===== src/hdl/otsb_pkg.sv =====
package otsb_pkg;

  ////////////////////////////////////////////////////////////
  // Clock and timing
  localparam int CLK_MHZ      = 25;       // Bus clock in MHz
  localparam int SCAN_WIN_US  = 4000;     // Scan window, 4 ms
  localparam int SCAN_PER_US  = 512000;   // Scan period, 512 ms
  localparam int SETTLE_US    = 1000;     // Settling, 1 ms
  localparam int SCAN_WIN_CYC = SCAN_WIN_US * CLK_MHZ;
  localparam int SCAN_PER_CYC = SCAN_PER_US * CLK_MHZ;
  localparam int SETTLE_CYC   = SETTLE_US * CLK_MHZ;
  localparam int PER_W        = 24;       // Period counter width
  localparam int SET_W        = 24;       // Settle counter width

  ////////////////////////////////////////////////////////////
  // Monitor multiplexer
  localparam int       NUM_CELLS    = 7;     // Cells in series
  localparam int       NUM_SRC      = 9;     // Cells plus two temps
  localparam logic [3:0] SEL_INT_TEMP = 4'h7; // Internal temperature
  localparam logic [3:0] SEL_EXT_TEMP = 4'h8; // External temperature

  ////////////////////////////////////////////////////////////
  // Register map, byte addresses
  localparam int       ADDR_W   = 8;
  localparam logic [7:0] OFS_CTRL = 8'h00; // Control bits
  localparam logic [7:0] OFS_BAL  = 8'h04; // Cell balance enables
  localparam logic [7:0] OFS_STAT = 8'h08; // Live status, read only
  localparam logic [7:0] OFS_IST  = 8'h0c; // Sticky events, read only
  localparam logic [7:0] OFS_ICLR = 8'h10; // Event clear, write only
  localparam logic [7:0] OFS_IEN  = 8'h14; // Event enable

  // Event bit positions
  localparam int IRQ_INT = 0; // Internal over-temperature seen
  localparam int IRQ_EXT = 1; // External over-temperature seen
  localparam int IRQ_SHD = 2; // Automatic shutdown entered
  localparam int IRQ_W   = 3;

  ////////////////////////////////////////////////////////////
  // Control register layout, low bits of the word
  typedef struct packed {
    logic [3:0] monitor_select;                     // [9:6]
    logic       external_overtemp_response_disable; // [5]
    logic       internal_overtemp_response_disable; // [4]
    logic       thermistor_supply_force;            // [3]
    logic       auto_scan_disable;                  // [2]
    logic       discharge_switch_ctrl;              // [1]
    logic       charge_switch_ctrl;                 // [0]
  } otsb_ctrl_t;

  // Live status layout
  typedef struct packed {
    logic settled;                // [4] comparison qualified
    logic supply_on;              // [3] thermistor supply state
    logic shutdown;               // [2] protective shutdown
    logic external_overtemp_flag; // [1]
    logic internal_overtemp_flag; // [0]
  } otsb_stat_t;

  localparam otsb_ctrl_t CTRL_RST = '0;
  localparam logic [NUM_CELLS-1:0] BAL_RST = '0;
  localparam logic [IRQ_W-1:0]     IEN_RST = '0;

endpackage


===== src/hdl/otsb_ctrl.sv =====
// Local design decisions: the APB slave port and the register offsets.
`timescale 1ns/1ps
`default_nettype none
// How it works
// - Auto scan powers supply 4 ms per 512 ms
// - Wait 1 ms after supply on before comparing
// - Sense below reference after settling means fail
// - External temperature selected keeps supply on
// - Scan disable bit stops periodic scan only
// - Force bit keeps supply on continuously
// - Over-temperature turns switches, balancing off, sets flag
// - Shutdown holds until indication recovers
// - Switch and balance writes ignored during shutdown
// - Internal response disable skips internal shutdown
// - External response disable skips external shutdown
// - Exactly one quantity routed to monitor output
// - One balance bit per cell, gated by shutdown
// - Overcurrent or short flags also raise supply
// - Automatic switch-off clears switch control bits
module otsb_ctrl
  import otsb_pkg::*;
#(
  parameter int WIN_CYC = SCAN_WIN_CYC,
  parameter int PER_CYC = SCAN_PER_CYC,
  parameter int SET_CYC = SETTLE_CYC
) (
  input  wire logic                 pclk,
  input  wire logic                 presetn,
  input  wire logic                 psel,
  input  wire logic                 penable,
  input  wire logic                 pwrite,
  input  wire logic [ADDR_W-1:0]    paddr,
  input  wire logic [31:0]          pwdata,
  output logic [31:0]               prdata,
  output logic                      pready,
  output logic                      pslverr,
  input  wire logic                 thermistor_sense_in,
  input  wire logic                 internal_overtemp_in,
  input  wire logic                 charge_overcurrent_flag,
  input  wire logic                 discharge_overcurrent_flag,
  input  wire logic                 short_circuit_flag,
  output logic                      thermistor_supply_out,
  output logic                      charge_switch_on,
  output logic                      discharge_switch_on,
  output logic [NUM_CELLS-1:0]      balance_en,
  output logic [3:0]                monitor_select,
  output logic [NUM_SRC-1:0]        analog_monitor_out,
  output logic                      irq
);

  ////////////////////////////////////////////////////////////
  // Decoding helpers

  // Selector code to one-hot route; bad codes fall back to cell 1
  function automatic logic [NUM_SRC-1:0] route_of(input logic [3:0] sel);
    logic [NUM_SRC-1:0] r;
    r = '0;
    if (sel < 4'(NUM_SRC)) begin
      r[sel] = 1'b1;
    end else begin
      r[0] = 1'b1;
    end
    return r;
  endfunction

  // Word offset match for an APB address
  function automatic logic hit(input logic [ADDR_W-1:0] a,
                               input logic [7:0] ofs);
    return a == ofs;
  endfunction

  ////////////////////////////////////////////////////////////
  // State
  otsb_ctrl_t           ctrl_ff;     // Host control bits
  logic [NUM_CELLS-1:0] bal_ff;      // Per-cell balance requests
  logic [IRQ_W-1:0]     ist_ff;      // Sticky events
  logic [IRQ_W-1:0]     ien_ff;      // Event enables
  logic [PER_W-1:0]     per_ff;      // Scan period position
  logic                 int_ot_ff;   // Internal over-temp flag
  logic                 ext_ot_ff;   // External over-temp flag
  logic                 shd_ff;      // Shutdown last cycle
  logic                 sup_ff;      // Registered supply output
  logic [31:0]          prdata_ff;   // Read data, latched at setup

  otsb_ctrl_t           nxt_ctrl;
  logic [NUM_CELLS-1:0] nxt_bal;
  logic [IRQ_W-1:0]     nxt_ist;
  logic [IRQ_W-1:0]     nxt_ien;
  logic [PER_W-1:0]     nxt_per;
  logic                 nxt_int_ot;
  logic                 nxt_ext_ot;
  logic                 nxt_sup;
  logic [31:0]          nxt_prdata;

  ////////////////////////////////////////////////////////////
  // APB decode
  logic wr_en;      // Write takes effect this edge
  logic rd_setup;   // Read setup cycle
  logic sel_ctrl;
  logic sel_bal;
  logic sel_stat;
  logic sel_ist;
  logic sel_iclr;
  logic sel_ien;
  logic mapped;

  assign sel_ctrl = hit(paddr, OFS_CTRL);
  assign sel_bal  = hit(paddr, OFS_BAL);
  assign sel_stat = hit(paddr, OFS_STAT);
  assign sel_ist  = hit(paddr, OFS_IST);
  assign sel_iclr = hit(paddr, OFS_ICLR);
  assign sel_ien  = hit(paddr, OFS_IEN);
  assign mapped   = sel_ctrl | sel_bal | sel_stat | sel_ist
                  | sel_iclr | sel_ien;
  assign wr_en    = psel && penable && pwrite;
  assign rd_setup = psel && !penable && !pwrite;

  // Zero wait states; unmapped access answers with an error
  assign pready  = 1'b1;
  assign pslverr = psel && penable && !mapped;
  // Latching at setup keeps prdata steady through the access phase
  assign prdata  = prdata_ff;

  ////////////////////////////////////////////////////////////
  // Thermistor supply scheduling
  logic per_end;    // Last cycle of the scan period
  logic auto_win;   // Automatic scan window open
  logic manual_sel; // Host selected external temperature
  logic oc_wake;    // Overcurrent wake request
  logic settled;    // Supply on long enough to compare

  assign per_end = (per_ff == PER_W'(PER_CYC - 1));
  assign nxt_per = per_end ? '0 : per_ff + 1'b1;
  assign auto_win = !ctrl_ff.auto_scan_disable
                 && (per_ff < PER_W'(WIN_CYC));
  assign manual_sel = (ctrl_ff.monitor_select == SEL_EXT_TEMP);
  assign oc_wake = charge_overcurrent_flag | discharge_overcurrent_flag
                 | short_circuit_flag;
  assign nxt_sup = auto_win | manual_sel | oc_wake
                 | ctrl_ff.thermistor_supply_force;
  assign thermistor_supply_out = sup_ff;

  // Settling timer restarts at each turn-on
  otsb_settle_timer #(
    .COUNT (SET_CYC)
  ) u_settle (
    .pclk    (pclk),
    .presetn (presetn),
    .run     (sup_ff),
    .done    (settled)
  );

  ////////////////////////////////////////////////////////////
  // Over-temperature detection and shutdown
  logic ext_fail;   // Qualified external failure
  logic shutdown;   // Protective shutdown in force

  assign ext_fail   = settled && thermistor_sense_in;
  // Flag follows the qualified compare, holds while unpowered
  assign nxt_ext_ot = settled ? ext_fail : ext_ot_ff;
  assign nxt_int_ot = internal_overtemp_in;
  assign shutdown   = (int_ot_ff
                    && !ctrl_ff.internal_overtemp_response_disable)
                   || (ext_ot_ff
                    && !ctrl_ff.external_overtemp_response_disable);

  ////////////////////////////////////////////////////////////
  // Register write paths
  otsb_ctrl_t wctrl; // Write data viewed as control layout

  assign wctrl = otsb_ctrl_t'(pwdata[9:0]);

  // Control: switch bits cleared and locked during shutdown
  always_comb begin
    nxt_ctrl = ctrl_ff;
    if (wr_en && sel_ctrl) begin
      nxt_ctrl = wctrl;
    end
    if (shutdown) begin
      nxt_ctrl.charge_switch_ctrl    = 1'b0;
      nxt_ctrl.discharge_switch_ctrl = 1'b0;
    end
  end

  // Balance writes ignored during shutdown
  assign nxt_bal = (wr_en && sel_bal && !shutdown)
                 ? pwdata[NUM_CELLS-1:0] : bal_ff;

  ////////////////////////////////////////////////////////////
  // Events and interrupt
  logic [IRQ_W-1:0] ev;   // One-cycle event pulses
  logic [IRQ_W-1:0] clr;  // Clear mask from host

  assign ev[IRQ_INT] = nxt_int_ot && !int_ot_ff;
  assign ev[IRQ_EXT] = nxt_ext_ot && !ext_ot_ff;
  assign ev[IRQ_SHD] = shutdown && !shd_ff;
  assign clr     = (wr_en && sel_iclr) ? pwdata[IRQ_W-1:0] : '0;
  // Set wins over a clear in the same cycle
  assign nxt_ist = (ist_ff & ~clr) | ev;
  assign nxt_ien = (wr_en && sel_ien) ? pwdata[IRQ_W-1:0] : ien_ff;
  assign irq     = |(ist_ff & ien_ff);

  ////////////////////////////////////////////////////////////
  // Outputs
  otsb_stat_t stat;

  assign stat = '{settled: settled, supply_on: sup_ff,
                  shutdown: shutdown,
                  external_overtemp_flag: ext_ot_ff,
                  internal_overtemp_flag: int_ot_ff};
  assign charge_switch_on    = ctrl_ff.charge_switch_ctrl;
  assign discharge_switch_on = ctrl_ff.discharge_switch_ctrl;
  assign balance_en          = shutdown ? '0 : bal_ff;
  assign monitor_select      = ctrl_ff.monitor_select;
  assign analog_monitor_out  = route_of(ctrl_ff.monitor_select);

  // Read mux, sampled in the setup cycle
  always_comb begin
    nxt_prdata = prdata_ff;
    if (rd_setup) begin
      nxt_prdata = '0;
      if (sel_ctrl) begin
        nxt_prdata[9:0] = ctrl_ff;
      end else if (sel_bal) begin
        nxt_prdata[NUM_CELLS-1:0] = bal_ff;
      end else if (sel_stat) begin
        nxt_prdata[4:0] = stat;
      end else if (sel_ist) begin
        nxt_prdata[IRQ_W-1:0] = ist_ff;
      end else if (sel_ien) begin
        nxt_prdata[IRQ_W-1:0] = ien_ff;
      end
    end
  end

  ////////////////////////////////////////////////////////////
  // Registers
  always_ff @(posedge pclk or negedge presetn) begin
    if (!presetn) begin
      ctrl_ff   <= CTRL_RST;
      bal_ff    <= BAL_RST;
      ist_ff    <= '0;
      ien_ff    <= IEN_RST;
      per_ff    <= '0;
      int_ot_ff <= 1'b0;
      ext_ot_ff <= 1'b0;
      shd_ff    <= 1'b0;
      sup_ff    <= 1'b0;
      prdata_ff <= '0;
    end else begin
      ctrl_ff   <= nxt_ctrl;
      bal_ff    <= nxt_bal;
      ist_ff    <= nxt_ist;
      ien_ff    <= nxt_ien;
      per_ff    <= nxt_per;
      int_ot_ff <= nxt_int_ot;
      ext_ot_ff <= nxt_ext_ot;
      shd_ff    <= shutdown;
      sup_ff    <= nxt_sup;
      prdata_ff <= nxt_prdata;
    end
  end

  // Supply on duration while settling, for the settle check
  logic [SET_W-1:0] on_cnt_ff;
  always_ff @(posedge pclk or negedge presetn) begin
    if (!presetn) begin
      on_cnt_ff <= '0;
    end else begin
      on_cnt_ff <= sup_ff ? on_cnt_ff + 1'b1 : '0;
    end
  end
endmodule
`default_nettype wire


===== src/hdl/otsb_settle_timer.sv =====
`timescale 1ns/1ps
`default_nettype none
// Counts cycles while run is high; done once COUNT reached
module otsb_settle_timer
  import otsb_pkg::*;
#(
  parameter int COUNT = SETTLE_CYC
) (
  input  wire logic pclk,
  input  wire logic presetn,
  input  wire logic run,
  output logic      done
);

  logic [SET_W-1:0] cnt_ff;  // Cycles since run rose
  logic [SET_W-1:0] nxt_cnt; // Next count
  logic             at_end;  // Target reached

  assign at_end  = (cnt_ff == SET_W'(COUNT));
  assign nxt_cnt = !run ? '0 : (at_end ? cnt_ff : cnt_ff + 1'b1);
  assign done    = run && at_end;

  // Restart on every drop of run
  always_ff @(posedge pclk or negedge presetn) begin
    if (!presetn) begin
      cnt_ff <= '0;
    end else begin
      cnt_ff <= nxt_cnt;
    end
  end

endmodule
`default_nettype wire


===== config.mk =====
export PLATFORM = sky130hd
export DESIGN_NAME = otsb_ctrl
export DESIGN_NICKNAME = d
export VERILOG_FILES = /design/src/hdl/otsb_pkg.sv /design/src/hdl/otsb_ctrl.sv /design/src/hdl/otsb_settle_timer.sv
export SDC_FILE = /design/constraint.sdc
export NUM_CORES = 1
export LEC_CHECK = 0
export ABC_AREA = 1
export BUFFER_PORTS_ARGS = -buffer_cell sky130_fd_sc_hd__buf_4
export CORE_MARGIN = 1.5
export CORE_UTILIZATION = 40
export CTS_BUF_LIST = sky130_fd_sc_hd__clkbuf_4
export DETAILED_ROUTE_END_ITERATION = 12
export PLACE_DENSITY = 0.7
export SLEW_MARGIN = 20
export SYNTH_ARGS = -nofsm -noshare
export SYNTH_HDL_FRONTEND = slang
export SYNTH_SLANG_ARGS = --single-unit

===== constraint.sdc =====
create_clock -name pclk -period 2.53 [get_ports pclk]
set_clock_uncertainty 0.15 [all_clocks]
set_input_delay 0.506 -clock pclk [delete_from_list [all_inputs] [get_ports pclk]]
set_output_delay 0.506 -clock pclk [all_outputs]
set_load 0.01 [all_outputs]

==> flow_summary.ini <==
[route]
vias_per_cell = 4.72
drtIter0Drc = 256
drc = 0
drtPass1Iterations = 4
ant_nets = 0
wirelength_um = 11700
num_vias = 4515
wl_per_cell_um = 12.2

[floorplanning]
rows = 41
fp.dieW_um = 116
coreArea_um2 = 12600
ios = 108
die-area_um2 = 13600
die_y_um = 116
start_util = 0.409

[worst_setup_path]
critPathBufInv = 2
critPathKind = reg -> out
crit_top_cell = o21ai_0
cp.depth = 5
r2r_cells = 7
slowest_stage = dfrtp_1
cpPeakStageDelay_ns = 0.44
crit_path_start_kind = flop
crit_chain = inv_1 > nand2_1 > o21ai_0 > o21ai_0 > buf_4
path_delay_family = flip-flops
cp-end-kind = output pin
crit_path_max_fanout = 7
cp_data_arrival_time_ns = 1.68
critPathRequiredTime_ns = 1.87

[synthesis]
synthTopCellsByArea = dfrtp_1, nand2_1, nor2_1
yosysMostFrequentCell = nand2_1
synth-seq-cells = 85
avgSynthCellArea_um2 = 7.24
synth_area_um2 = 5150
yosysTopAreaCell = dfrtp_1
async_flop_share = 1.00
synth_edf_count = 0
yosysUniqueCellTypes = 37
synth-seq-area-share = 0.413
synthCells = 711
synth_warnings = 0
synth_ff_type = dfrtp_1
synthTopCellsByCount = nand2_1, nor2_1, inv_1
synth_top_area_share = 0.413

[worst_hold_path]
hold_path.class = in -> reg
hold-path-cell-count = 3

[timing]
final_max_slew_viol_count = 0
tns_ns = 0
finalCritPeriodShare = 0.925
worst_slew_pin_slew_ns = 0.502
setup_viol = 0
fmaxAchievable_mhz = 427
relSlewSlack = 0.665
hold_violations = 0
rsz0062_at_grt = false
period_needed_ns = 2.34

[global_route]
grt-ovfl-total = 0
grt_max_degree = 38
antenna_found_initial = 0
grt_usage = 0.194
grt_pass1_vias = 4436
grt_pass1_wl_um = 20600

[cts]
cts.sinks = 85
clkLatencyLatePin_ns = 0.47
path_clk_slew_ns = 0.15
cts_buffer_depth = 2
cts_tree = done
cts_setup_buffers = 0
cts_made_buffers = 9
root_buffer = clkbuf_4
cts.htree.levels = 3

[power]
ir_drop_v = 0.000374
leakagePower_nw = 2.94
pwr_density_cell_nw_per_um2 = 452

[outcome]
status = complete, no violations

[finish]
drive_gt1_frac = 0.172
area_growth_pct = 13.7
nets = 832
fin_cells = 957
fill_cells = 1306

[job]
maxCapViolCount = 0

[placed_design]
dp_hpwl_um = 9010
gp_congestion = 0.908
placement.io_buffers = 62
dpl.cell_count = 938
worst paths after layout:
check	startpoint	endpoint	slack (ns)
min in group asynchronous	presetn	per_ff[21]	0.32
worst max-delay path	monitor_select[1]	analog_monitor_out[0]	0.19
worst min register to register	shd_ff	ist_ff[2]	0.30
worst min-delay path	pwdata[8]	monitor_select[2]	0.08
max in group asynchronous	presetn	prdata[7]	1.25
worst max register to register	per_ff[0]	per_ff[16]	0.48
timing repair:
action,CTS,global route
endpoints found under the hold margin,24,0
hold buffers,2,0
gates resized for setup,0,2
endpoints found under the setup margin,0,1
power by group:
group | total (mW) | internal, mW | switching (mW)
registers | 1.50 | 1.42 | 0.0745
clock network | 0.715 | 0.206 | 0.509
logic | 0.435 | 0.152 | 0.283
total | 2.65 | 1.78 | 0.867
placed cells by master (no fill, tap or decap), types with 4 or more instances in the layout:
master	instances
nand2_1	175
dfrtp_1	85
buf_4	69
o21ai_0	36
inv_2	6
nand3_2	4
nor2_2	8
conb_1	23
nand2_2	6
inv_1	99
nand3_1	47
xor2_1	12
nand4_1	10
a21oi_1	14
nor3_2	5
o22ai_1	4
clkbuf_4	9
o21ai_2	4
nor3_1	17
nor2_1	108
nor2_4	7
area by class of cell:
| class | instances | area [µm²] | share of cell area |
|---|---|---|---|
| Timing Repair Buffer | 72 | 558 | 0.0954 |
| Clock inverter | 7 | 47.5 | 0.00813 |
| Clock buffer | 9 | 67.6 | 0.0116 |
| Sequential cell | 85 | 2130 | 0.364 |
| Multi-Input combinational cell | 506 | 2440 | 0.417 |
| Antenna cell | 1 | 2.50 | 0.000428 |
| Tap cell | 172 | 215 | 0.0368 |
| Inverter | 105 | 394 | 0.0674 |
cells by family after synthesis:
| logic type | count (synthesis) | share of synthesized area |
|---|---|---|
| compound gates | 68 | 0.0746 |
| buf+inv | 141 | 0.129 |
| flops | 85 | 0.413 |
| other cells | 2 | 0.00146 |
| fa+ha+maj | 3 | 0.00729 |
| simple gates | 397 | 0.348 |
| xor+xnor | 15 | 0.0255 |
state kept, by name (all words and copies together) (netlist names), 3 cells and up:
register and count:
monitor_select 4, ist_ff 3, prdata 10, bal_ff 7, per_ff 24, ctrl_ff 4
ien_ff 3, u_settle.cnt_ff 24
metal layers:
| layer | track usage | share of wire | wire length, µm | up-vias |
|---|---|---|---|---|
| met4 | 0.0764 | 0.022 | 261 | 0 |
| met1 | 0.260 | 0.49 | 5690 | 2095 |
| met2 | 0.309 | 0.45 | 5310 | 95 |
| li1 | - | - | - | 2309 |
| met3 | 0.0420 | 0.039 | 451 | 16 |
| met5 | 0 | 0 | 0 | - |
tightest hold or removal path, cell delays in order:
cell,delay [ns]
buf_4,0.08
nand2_1,0.04
o21ai_0,0.06
per-stage QoR:
stage | hold WS (ns) | total power [mW] | instance area [µm²] | util | worst slack (ns)
after floorplan | 0.0604 | 1.82 | 5230 | - | 0.629
after global placement | 0.263 | 1.95 | 5710 | 0.454 | 0.425
after detailed placement | 0.275 | 1.96 | 5710 | 0.454 | 0.424
after CTS | 0.0540 | 2.68 | 5840 | 0.465 | 0.134
after global routing | 0.0568 | 2.81 | 5850 | 0.465 | 0.00654
final | 0.0847 | 2.65 | 5850 | 0.465 | 0.190
Note: power is estimated with default switching activity, not from simulation.
